### config.mk
export PLATFORM = sky130hd
export DESIGN_NAME = gsf_guard_regs
export DESIGN_NICKNAME = d
export VERILOG_FILES = /design/src/hw/gsf_spi_port.v /design/src/hw/gsf_guard_regs.v
export VERILOG_INCLUDE_DIRS = /design/src /design/src/hw
export SDC_FILE = /design/constraint.sdc
export NUM_CORES = 1
export LEC_CHECK = 0
export BUFFER_PORTS_ARGS = -buffer_cell sky130_fd_sc_hd__buf_2
export CAP_MARGIN = 20
export CELL_PAD_IN_SITES_DETAIL_PLACEMENT = 0
export CELL_PAD_IN_SITES_GLOBAL_PLACEMENT = 1
export CORE_ASPECT_RATIO = 1.25
export CORE_UTILIZATION = 30
export DETAILED_ROUTE_END_ITERATION = 7
export PLACE_DENSITY = 0.62
export SYNTH_ARGS = -nofsm -noshare
export SYNTH_HDL_FRONTEND = slang
export SYNTH_HIERARCHICAL = 1
export SYNTH_SLANG_ARGS = --single-unit
### constraint.sdc
create_clock -name sys_clk -period 10.4 [get_ports sys_clk]
set_input_delay 2.08 -clock sys_clk [delete_from_list [all_inputs] [get_ports sys_clk]]
set_output_delay 2.08 -clock sys_clk [all_outputs]
set_load 0.02 [all_outputs]
### src/hw/gsf_map.vh
`ifndef GSF_MAP_VH
`define GSF_MAP_VH

// register offsets, one byte each, multi-byte values big-endian
`define GSF_OFS_DROP_SEL 7'h0b
`define GSF_OFS_ACCEPT_SEL 7'h0c
`define GSF_OFS_FREEZE 7'h0d
`define GSF_OFS_BASE_HI 7'h10
`define GSF_OFS_BASE_LO 7'h11
`define GSF_OFS_MULT_HI 7'h12
`define GSF_OFS_MULT_LO 7'h13
`define GSF_OFS_STAT_HI 7'h20
`define GSF_OFS_STAT_LO 7'h21

// reset values
`define GSF_RST_DROP_SEL 8'haa
`define GSF_RST_ACCEPT_SEL 8'h55
`define GSF_RST_FREEZE 8'h00
`define GSF_RST_BASE 16'h9c40
`define GSF_RST_MULT 16'h0f30

// freeze control codes
`define GSF_FREEZE_ON 8'h01
`define GSF_FREEZE_OFF 8'h00

// base rate limits in hertz
`define GSF_BASE_MIN 16'h03e8
`define GSF_BASE_MAX 16'h9c40

// delay select codes
`define GSF_DROP_MIN 2'h0
`define GSF_DROP_10MS 2'h1
`define GSF_DROP_50MS 2'h2
`define GSF_DROP_2S5 2'h3

// field layout of the latched status, per input i at bit 4*i
`define GSF_ST_LOSS 0
`define GSF_ST_SINGLE 1
`define GSF_ST_COARSE 2
`define GSF_ST_SOAK 3

// timing: clock rate in mhz, minimum delay in cycles, other delays in microseconds
`define GSF_CLK_MHZ 200
`define GSF_DROP_MIN_CYC 32'h1
`define GSF_DROP_10MS_US 10000
`define GSF_DROP_50MS_US 50000
`define GSF_DROP_2S5_US 2500000

`endif

### src/hw/gsf_spi_port.v
`timescale 1ns/1ps
// serial management slave, mode 0, msb first
// first byte: bit 7 read(1)/write(0), bits 6:0 start address
// following bytes: data, address increments after each byte
module gsf_spi_port (
    // clock and reset
    input wire sys_clk,
    input wire rst_n,
    // serial pins
    input wire spi_sck,
    input wire spi_cs_n,
    input wire spi_mosi,
    output reg spi_miso,
    output reg spi_miso_oe,
    // register side
    output reg [6:0] reg_addr,
    output reg [7:0] reg_wdata,
    output reg reg_wr,
    output reg reg_rd,
    input wire [7:0] reg_rdata
);

    reg [1:0] sck_s;
    reg [1:0] cs_s;
    reg [1:0] mosi_s;
    reg sck_d;
    reg [2:0] bit_cnt;
    reg [6:0] shift;
    reg [7:0] tx;
    reg in_cmd;
    reg is_read;
    reg load;
    reg inc;
    wire rise;
    wire fall;

    // pins come from the host clock, so two flops before any use
    always @(posedge sys_clk or negedge rst_n) begin
        if (!rst_n) begin
            sck_s <= 2'h0;
            cs_s <= 2'h3;
            mosi_s <= 2'h0;
            sck_d <= 1'b0;
        end else begin
            sck_s <= {sck_s[0], spi_sck};
            cs_s <= {cs_s[0], spi_cs_n};
            mosi_s <= {mosi_s[0], spi_mosi};
            sck_d <= sck_s[1];
        end
    end

    assign rise = sck_s[1] & ~sck_d;
    assign fall = ~sck_s[1] & sck_d;

    // byte engine; sck must be at most sys_clk / 8 for the sync delay
    always @(posedge sys_clk or negedge rst_n) begin
        if (!rst_n) begin
            bit_cnt <= 3'h0;
            shift <= 7'h00;
            tx <= 8'h00;
            in_cmd <= 1'b1;
            is_read <= 1'b0;
            load <= 1'b0;
            inc <= 1'b0;
            reg_addr <= 7'h00;
            reg_wdata <= 8'h00;
            reg_wr <= 1'b0;
            reg_rd <= 1'b0;
            spi_miso <= 1'b0;
            spi_miso_oe <= 1'b0;
        end else if (cs_s[1]) begin
            // deselected: abandon any partial byte
            bit_cnt <= 3'h0;
            in_cmd <= 1'b1;
            load <= 1'b0;
            inc <= 1'b0;
            reg_wr <= 1'b0;
            reg_rd <= 1'b0;
            spi_miso_oe <= 1'b0;
        end else begin
            reg_wr <= 1'b0;
            reg_rd <= 1'b0;
            inc <= 1'b0;
            spi_miso_oe <= is_read & ~in_cmd;
            // on writes the address moves only after the write strobe was seen
            if (inc) begin
                reg_addr <= reg_addr + 7'h01;
            end
            if (rise) begin
                shift <= {shift[5:0], mosi_s[1]};
                bit_cnt <= bit_cnt + 3'h1;
                if (bit_cnt == 3'h7) begin
                    if (in_cmd) begin
                        in_cmd <= 1'b0;
                        is_read <= shift[6];
                        reg_addr <= {shift[5:0], mosi_s[1]};
                        load <= shift[6];
                    end else if (is_read) begin
                        reg_addr <= reg_addr + 7'h01;
                        load <= 1'b1;
                    end else begin
                        reg_wdata <= {shift[6:0], mosi_s[1]};
                        reg_wr <= 1'b1;
                        inc <= 1'b1;
                    end
                end
            end
            // shift out on falling sck, except the one closing a byte
            if (fall && bit_cnt != 3'h0) begin
                spi_miso <= tx[7];
                tx <= {tx[6:0], 1'b0};
            end
            // the first bit must sit on miso before the next rising sck
            if (load) begin
                spi_miso <= reg_rdata[7];
                tx <= {reg_rdata[6:0], 1'b0};
                reg_rd <= 1'b1;
                load <= 1'b0;
            end
        end
    end

endmodule

### src/hw/gsf_guard_regs.v
`timescale 1ns/1ps
`include "gsf_map.vh"
// Functional notes
// RQ1 - two-bit drop delay per input: 00 min, 01 10 ms, 11 2.5 s
// RQ2 - drop delay runs while coarse or single-cycle fault is present
// RQ3 - drop delay selects reset to 50 ms code, byte 0xaa
// RQ4 - accept delay is 2, 4, 6 or 8 times drop delay; reset 0x55
// RQ5 - accept delay runs only when both faults are absent
// RQ6 - writing 0x01 to freeze control stops latched status updates
// RQ7 - writing 0x00 resumes latched status updates; control resets to 0x00
// RQ8 - input 0 base rate is 16-bit hertz, resets to 0x9c40
// RQ9 - multi-byte registers are big-endian, high byte at lower address
// RQ10 - report loss, single-cycle, coarse and guard-soak per input
// RQ11 - soak sets at drop expiry; clears after uninterrupted accept delay
module gsf_guard_regs #(
    parameter [31:0] DROP_10MS_CYC = `GSF_DROP_10MS_US * `GSF_CLK_MHZ,
    parameter [31:0] DROP_50MS_CYC = `GSF_DROP_50MS_US * `GSF_CLK_MHZ,
    parameter [31:0] DROP_2S5_CYC = `GSF_DROP_2S5_US * `GSF_CLK_MHZ
) (
    // clock and reset
    input wire sys_clk,
    input wire rst_n,
    // serial management pins
    input wire spi_sck,
    input wire spi_cs_n,
    input wire spi_mosi,
    output wire spi_miso,
    output wire spi_miso_oe,
    // fault indicators from the monitors, same clock
    input wire [3:0] clock_loss_fault,
    input wire [3:0] single_cycle_fault,
    input wire [3:0] coarse_freq_fault,
    // results and configuration
    output reg [3:0] guard_soak_fault,
    output reg [15:0] input0_base_rate,
    output reg [15:0] input0_rate_multiplier,
    output reg status_frozen
);

    reg [7:0] guard_disqualify_delay_sel;
    reg [7:0] guard_qualify_delay_sel;
    reg [7:0] status_update_freeze;
    reg [15:0] latched_read_status;
    reg [15:0] next_latched;
    reg [15:0] live_status;
    reg [7:0] rdata;
    reg [31:0] gtimer [0:3];
    wire [6:0] reg_addr;
    wire [7:0] reg_wdata;
    wire reg_wr;
    wire reg_rd;
    wire [3:0] bad;
    integer i;
    integer k;
    integer j;
    // last count of each delay, per input
    reg [31:0] drop_lim [0:3];
    reg [31:0] accept_lim [0:3];

    // delay length in cycles for a drop select code
    function [31:0] drop_len;
        input [1:0] sel;
        begin
            case (sel)
                `GSF_DROP_MIN: drop_len = `GSF_DROP_MIN_CYC;
                `GSF_DROP_10MS: drop_len = DROP_10MS_CYC;
                `GSF_DROP_50MS: drop_len = DROP_50MS_CYC;
                default: drop_len = DROP_2S5_CYC;
            endcase
        end
    endfunction

    // accept delay: 2, 4, 6 or 8 times the drop delay
    function [31:0] accept_len;
        input [31:0] drop;
        input [1:0] sel;
        begin
            case (sel)
                2'h0: accept_len = {drop[30:0], 1'b0};
                2'h1: accept_len = {drop[29:0], 2'h0};
                2'h2: accept_len = {drop[29:0], 2'h0} + {drop[30:0], 1'b0};
                default: accept_len = {drop[28:0], 3'h0};
            endcase
        end
    endfunction

    gsf_spi_port u_port (
        .sys_clk(sys_clk),
        .rst_n(rst_n),
        .spi_sck(spi_sck),
        .spi_cs_n(spi_cs_n),
        .spi_mosi(spi_mosi),
        .spi_miso(spi_miso),
        .spi_miso_oe(spi_miso_oe),
        .reg_addr(reg_addr),
        .reg_wdata(reg_wdata),
        .reg_wr(reg_wr),
        .reg_rd(reg_rd),
        .reg_rdata(rdata)
    );

    assign bad = coarse_freq_fault | single_cycle_fault;

    // read mux; unmapped addresses read as zero
    always @* begin
        case (reg_addr)
            `GSF_OFS_DROP_SEL: rdata = guard_disqualify_delay_sel;
            `GSF_OFS_ACCEPT_SEL: rdata = guard_qualify_delay_sel;
            `GSF_OFS_FREEZE: rdata = status_update_freeze;
            `GSF_OFS_BASE_HI: rdata = input0_base_rate[15:8]; // RQ9
            `GSF_OFS_BASE_LO: rdata = input0_base_rate[7:0]; // RQ9
            `GSF_OFS_MULT_HI: rdata = input0_rate_multiplier[15:8];
            `GSF_OFS_MULT_LO: rdata = input0_rate_multiplier[7:0];
            `GSF_OFS_STAT_HI: rdata = latched_read_status[15:8];
            `GSF_OFS_STAT_LO: rdata = latched_read_status[7:0];
            default: rdata = 8'h00;
        endcase
    end

    // register writes; byte-wise, so a 16-bit value takes two writes
    always @(posedge sys_clk or negedge rst_n) begin
        if (!rst_n) begin
            guard_disqualify_delay_sel <= `GSF_RST_DROP_SEL; // RQ3
            guard_qualify_delay_sel <= `GSF_RST_ACCEPT_SEL; // RQ4
            status_update_freeze <= `GSF_RST_FREEZE; // RQ7
            input0_base_rate <= `GSF_RST_BASE; // RQ8
            input0_rate_multiplier <= `GSF_RST_MULT;
            status_frozen <= 1'b0;
        end else begin
            if (reg_wr) begin
                case (reg_addr)
                    `GSF_OFS_DROP_SEL: begin
                        guard_disqualify_delay_sel <= reg_wdata; // RQ1
                    end
                    `GSF_OFS_ACCEPT_SEL: begin
                        guard_qualify_delay_sel <= reg_wdata; // RQ4
                    end
                    `GSF_OFS_FREEZE: begin
                        status_update_freeze <= reg_wdata;
                        // RQ6 RQ7: 0x01 freezes, 0x00 releases, others keep
                        if (reg_wdata == `GSF_FREEZE_ON) begin
                            status_frozen <= 1'b1; // RQ6
                        end else if (reg_wdata == `GSF_FREEZE_OFF) begin
                            status_frozen <= 1'b0; // RQ7
                        end
                    end
                    `GSF_OFS_BASE_HI: begin
                        // high byte sits at the lower address
                        input0_base_rate[15:8] <= reg_wdata; // RQ9
                    end
                    `GSF_OFS_BASE_LO: begin
                        input0_base_rate[7:0] <= reg_wdata; // RQ9
                    end
                    `GSF_OFS_MULT_HI: begin
                        // same byte order as the base rate
                        input0_rate_multiplier[15:8] <= reg_wdata;
                    end
                    `GSF_OFS_MULT_LO: begin
                        input0_rate_multiplier[7:0] <= reg_wdata;
                    end
                    default: begin
                        // status bytes and holes are read-only
                    end
                endcase
            end
        end
    end

    // last count of each delay; selects are read live, so a change made
    // mid-count takes effect at once rather than at the next fault
    always @* begin
        for (j = 0; j < 4; j = j + 1) begin
            drop_lim[j] = drop_len(guard_disqualify_delay_sel[2*j +: 2]) -
                32'h1; // RQ1
            accept_lim[j] = accept_len(drop_len(
                guard_disqualify_delay_sel[2*j +: 2]),
                guard_qualify_delay_sel[2*j +: 2]) - 32'h1; // RQ4
        end
    end

    // guard timer per input: one counter serves both delays
    always @(posedge sys_clk or negedge rst_n) begin
        if (!rst_n) begin
            guard_soak_fault <= 4'h0;
            for (i = 0; i < 4; i = i + 1) begin
                gtimer[i] <= 32'h0;
            end
        end else begin
            for (i = 0; i < 4; i = i + 1) begin
                if (!guard_soak_fault[i]) begin
                    if (bad[i]) begin // RQ2
                        // watching: count fault cycles toward the drop
                        if (gtimer[i] >= drop_lim[i]) begin // RQ1
                            guard_soak_fault[i] <= 1'b1; // RQ11
                            gtimer[i] <= 32'h0;
                        end else begin
                            gtimer[i] <= gtimer[i] + 32'h1;
                        end
                    end else begin
                        gtimer[i] <= 32'h0;
                    end
                end else begin
                    // a coarse or single-cycle fault restarts the accept delay from zero
                    if (bad[i]) begin // RQ5
                        gtimer[i] <= 32'h0;
                    end else if (gtimer[i] >= accept_lim[i]) begin // RQ4
                        guard_soak_fault[i] <= 1'b0; // RQ11
                        gtimer[i] <= 32'h0;
                    end else begin
                        gtimer[i] <= gtimer[i] + 32'h1;
                    end
                end
            end
        end
    end

    // latched status: read clears its byte, a new event set wins
    always @* begin
        live_status = 16'h0000;
        for (k = 0; k < 4; k = k + 1) begin
            live_status[4*k + `GSF_ST_LOSS] = clock_loss_fault[k]; // RQ10
            live_status[4*k + `GSF_ST_SINGLE] = single_cycle_fault[k];
            live_status[4*k + `GSF_ST_COARSE] = coarse_freq_fault[k];
            live_status[4*k + `GSF_ST_SOAK] = guard_soak_fault[k];
        end
        next_latched = latched_read_status;
        if (reg_rd && reg_addr == `GSF_OFS_STAT_HI) begin
            next_latched[15:8] = 8'h00;
        end
        if (reg_rd && reg_addr == `GSF_OFS_STAT_LO) begin
            next_latched[7:0] = 8'h00;
        end
        // frozen: new events no longer set bits, but a read still clears its byte
        if (!status_frozen) begin // RQ6 RQ7
            next_latched = next_latched | live_status;
        end
    end

    always @(posedge sys_clk or negedge rst_n) begin
        if (!rst_n) begin
            latched_read_status <= 16'h0000;
        end else begin
            latched_read_status <= next_latched;
        end
    end

endmodule

==> key figures <==
Worst setup path
  • Critical setup path kind: flop to flop
  • Max FO, Critical Path: 22
  • R2r setup slk: 5.33 ns
  • Crit start category: flop
  • WP data arrival: 5.58 ns
  • R2R cell count: 14
  • CP required: 10.91 ns
  • Reg-to-Reg End: gtimer[65]
  • Critical path endpoint category: flop
  • R2r startpoint: guard_disqualify_delay_sel[3]

Logic synthesis
  • Async S/R FF share, synth: 100%
  • Distinct cells, synth: 83
  • Synthesized flop and latch total: 251
  • Post-Synthesis Cells: 2138
  • Yosys top cell area share: 29.1%
  • Main synth FF type: dfrtp_1
  • Cell Area, Synth: 19700 um^2
  • Post-synthesis sequential area ratio: 32.1%
  • Synth top area cells: dfrtp_1, ha_1, a21oi_1
  • Avg Cell Area, Syn: 9.20 um^2
  • Area leader, netlist: dfrtp_1
  • Yosys warns: 6
  • Post-synth EDFFs: 0

Placement
  • Routability cong.: 0.838
  • PortBufs: 55
  • Placed Cells: 2984
  • Detailed placement HPWL: 42900 um

STA
  • RSZ-0062 raised after global routing: no
  • Fin Clk Skew: 0.0145 ns
  • Setup-failing EPs final: 0
  • Top achievable clock speed: 0.197 GHz
  • Final hold vios: 0
  • Final total negative setup slack: 0 ns
  • Slew at the pin with the worst max-slew slack: 1.08 ns
  • Worst relative slew slack: 28.3%
  • Final Critical Period: 5.07 ns
  • Fin. max-slew vios: 0
  • Period utilisation layout: 48.7%

Die
  • Die Ht: 288 um
  • Initial core utilization: 30.4%
  • # IOs: 56
  • Core Area: 64700 um^2
  • Die ar.: 66600 um^2
  • Std-Cell Rows: 104
  • Die Wd: 231 um

Final layout
  • Inserted Diodes: 0
  • Fill count: 6607
  • Share of layout cells above drive strength 1: 12.6%
  • Nets: 2476
  • Final std cells w/o fill: 3044
  • Area grow syn2layout: 11.7%

Routing
  • Total length of routed wires: 57500 um
  • Drt pass-1 iters: 6
  • Routed vias: 16200
  • Via density: 5.33
  • Drt wl/cell: 18.9 um
  • Antenna-violating nets left: 0
  • Residual DRC: 0
  • Drt first-iter violations: 1023

CTS
  • CTS tree: yes
  • Clock root cell: clkbuf_16
  • PostCTS Resize Cnt: 0
  • Worst-Skew Late Latency: 0.60 ns
  • Clock buffer depth: 3
  • # hold bufs at CTS: 0
  • Reg clk slew, reported paths: 0.06 ns
  • Inserted Clock Buffers: 31
  • H-tree levels: 1
  • Clk sink count: 251
  • Post-CTS Setup Bufs: 0

Power
  • Net Sw Frac: 28.1%
  • Pleak: 9.96 nW
  • Internal power: 1.84 mW
  • Comb pwr share: 13.2%
  • Sequential share of power: 41.3%
  • Clk pwr share: 45.5%
  • VDD IR-drop max: 0.130 mV
  • Power density cells: 117 nW/um^2
  • P_sw: 723 uW
  • Overall power: 2.57 mW

Min path
  • Worst hold start: u_port/cs_s[0]
  • Min-Delay Endpoint: u_port/cs_s[1]
  • Min-delay worst type: flop to flop
  • Hold path cells: 0

Global routing
  • Number of global-route vias before repair: 16300
  • Largest net degree at the start of global routing: 99
  • Tot GR Track Use: 17.2%
  • First-pass GRT wire length: 91500 um
  • Initial antenna violation count: 1
  • Overflow after GRT: 0

Flow run
  • Max-cap violations: 0

Run status
  • Outcome: finished, final reports clean
## synthesized netlist by cell type, types with 8 or more instances
library cell / instances
dfrtp_1: 229
a221o_1: 11
nor3_1: 22
mux2_2: 93
a31oi_1: 10
o21ai_0: 96
nor4_1: 11
nor2b_1: 9
nand2b_1: 22
buf_1: 8
and2_1: 17
nand2_1: 219
nand3_1: 85
a221oi_1: 12
a21oi_1: 272
clkbuf_1: 61
a211oi_1: 10
xor2_1: 102
nor2_1: 102
ha_1: 288
a222oi_1: 10
a22oi_1: 13
nand4_1: 61
a21boi_0: 8
and4_1: 26
inv_1: 75
and3_1: 23
dfstp_2: 22
xnor2_1: 48
o22ai_1: 11
a21o_1: 21
## critical path: stages, from the launching register on
cell and delay (ns):
dfstp_2 0.59, ha_1 0.67, a21oi_1 0.13, mux4_2 0.52
nor3b_1 0.35, nand2_1 0.13, xor2_1 0.20, ha_1 0.31
a21oi_1 0.14, o21ai_0 0.10, a221o_1 0.35, a211oi_1 0.32
nand3_1 0.58, buf_8 0.38, a21boi_0 0.19
## stage by stage
stage                     cell area [um^2]  setup WS, ns  hold slack [ns]  utilization (%)
after floorplan                      19700          6.44            0.331                -
after global placement               20800          5.19            0.344             32.1
after detailed placement             20800          5.44            0.350             32.2
after CTS                            21900          5.44            0.359             33.9
after global routing                 22000          4.83            0.363             34.0
final                                22000          5.33            0.357             34.0
## metal layers
metal,GRT usage [%],up-vias,share of wire [%]
li1,-,7911,-
met1,21.6,8005,44
met2,30.3,257,49
met3,2.73,66,4.2
met4,4.59,0,2.3
met5,0,-,0
## flip-flops by register name, indices dropped and copies added, names as in the netlist, 2 cells and up
name and flops:
gtimer 128, guard_disqualify_delay_sel 8, guard_qualify_delay_sel 8, guard_soak_fault 4, input0_base_rate 16, input0_rate_multiplier 16, latched_read_status 16, status_update_freeze 8
u_port/bit_cnt 3, u_port/cs_s 2, u_port/mosi_s 2, u_port/reg_addr 7, u_port/reg_wdata 8, u_port/sck_s 2, u_port/shift 7, u_port/tx 7
## placed cells by master, fill, tap and decap left out, types with 7 or more instances in the layout
cell         n
nand3_1     85
xor2_1     102
and3_1      23
mux2i_1      7
dfrtp_1    229
a21boi_0     8
nand2_1    219
dfstp_2     22
a221oi_1    12
clkinv_2     8
o22ai_1     11
buf_4       12
a22oi_1     13
o211ai_1     7
clkbuf_16   31
a21oi_1    272
nor4_1      11
inv_1       75
ha_1       288
a21o_1      21
a222oi_1    10
nor2b_1      9
nor2_1     102
mux2_2      93
a211oi_1    10
o21ai_0     96
a221o_1     11
a31oi_1     10
nand4_1     61
and2_1      17
and4_1      26
buf_2       54
xnor2_1     48
nand2b_1    22
nor3_1      22
conb_1      16
## power groups by stage
stage          registers (mW)  logic, mW  clock network (mW)
6_report                 1.06      0.339                1.17
5_1_grt                  1.07      0.377                1.24
3_5_place_dp             1.08      0.342                   0
3_3_place_gp             1.08      0.326                   0
4_1_cts                  1.06      0.343                1.20
2_1_floorplan            1.06      0.226                   0
## cell type report
type / instances / area [um^2] / area share, %
Multi-Input combinational cell: 1737 / 12700 / 57.9
Clock buffer: 40 / 870 / 3.96
Timing Repair Buffer: 71 / 473 / 2.15
Clock inverter: 18 / 234 / 1.07
Tap cell: 848 / 1060 / 4.83
Sequential cell: 251 / 6310 / 28.7
Inverter: 79 / 297 / 1.35
## kinds of logic after synthesis
logic type,share of synthesized area [%]
AOI/OAI and AO/OA,16.6
xor gates and xnor gates,6.68
adders and majority gates,18.3
buffers and inverters,3.52
DFF,32.1
muxes,6.50
other,0.0191
and+or+nand+nor,16.3
## worst max-delay path by stage
stage,startpoint,end,slack (ns),cells past startpoint
6_report,guard_disqualify_delay_sel[3],gtimer[65],5.33,14
3_3_place_gp,guard_disqualify_delay_sel[3],gtimer[65],5.19,13
4_1_cts,guard_disqualify_delay_sel[3],gtimer[65],5.44,14
2_1_floorplan,guard_disqualify_delay_sel[3],gtimer[64],6.44,16
3_5_place_dp,guard_disqualify_delay_sel[3],gtimer[65],5.44,14
5_1_grt,guard_disqualify_delay_sel[2],gtimer[65],4.83,16
No activity file was read; power rests on OpenSTA's default activity.
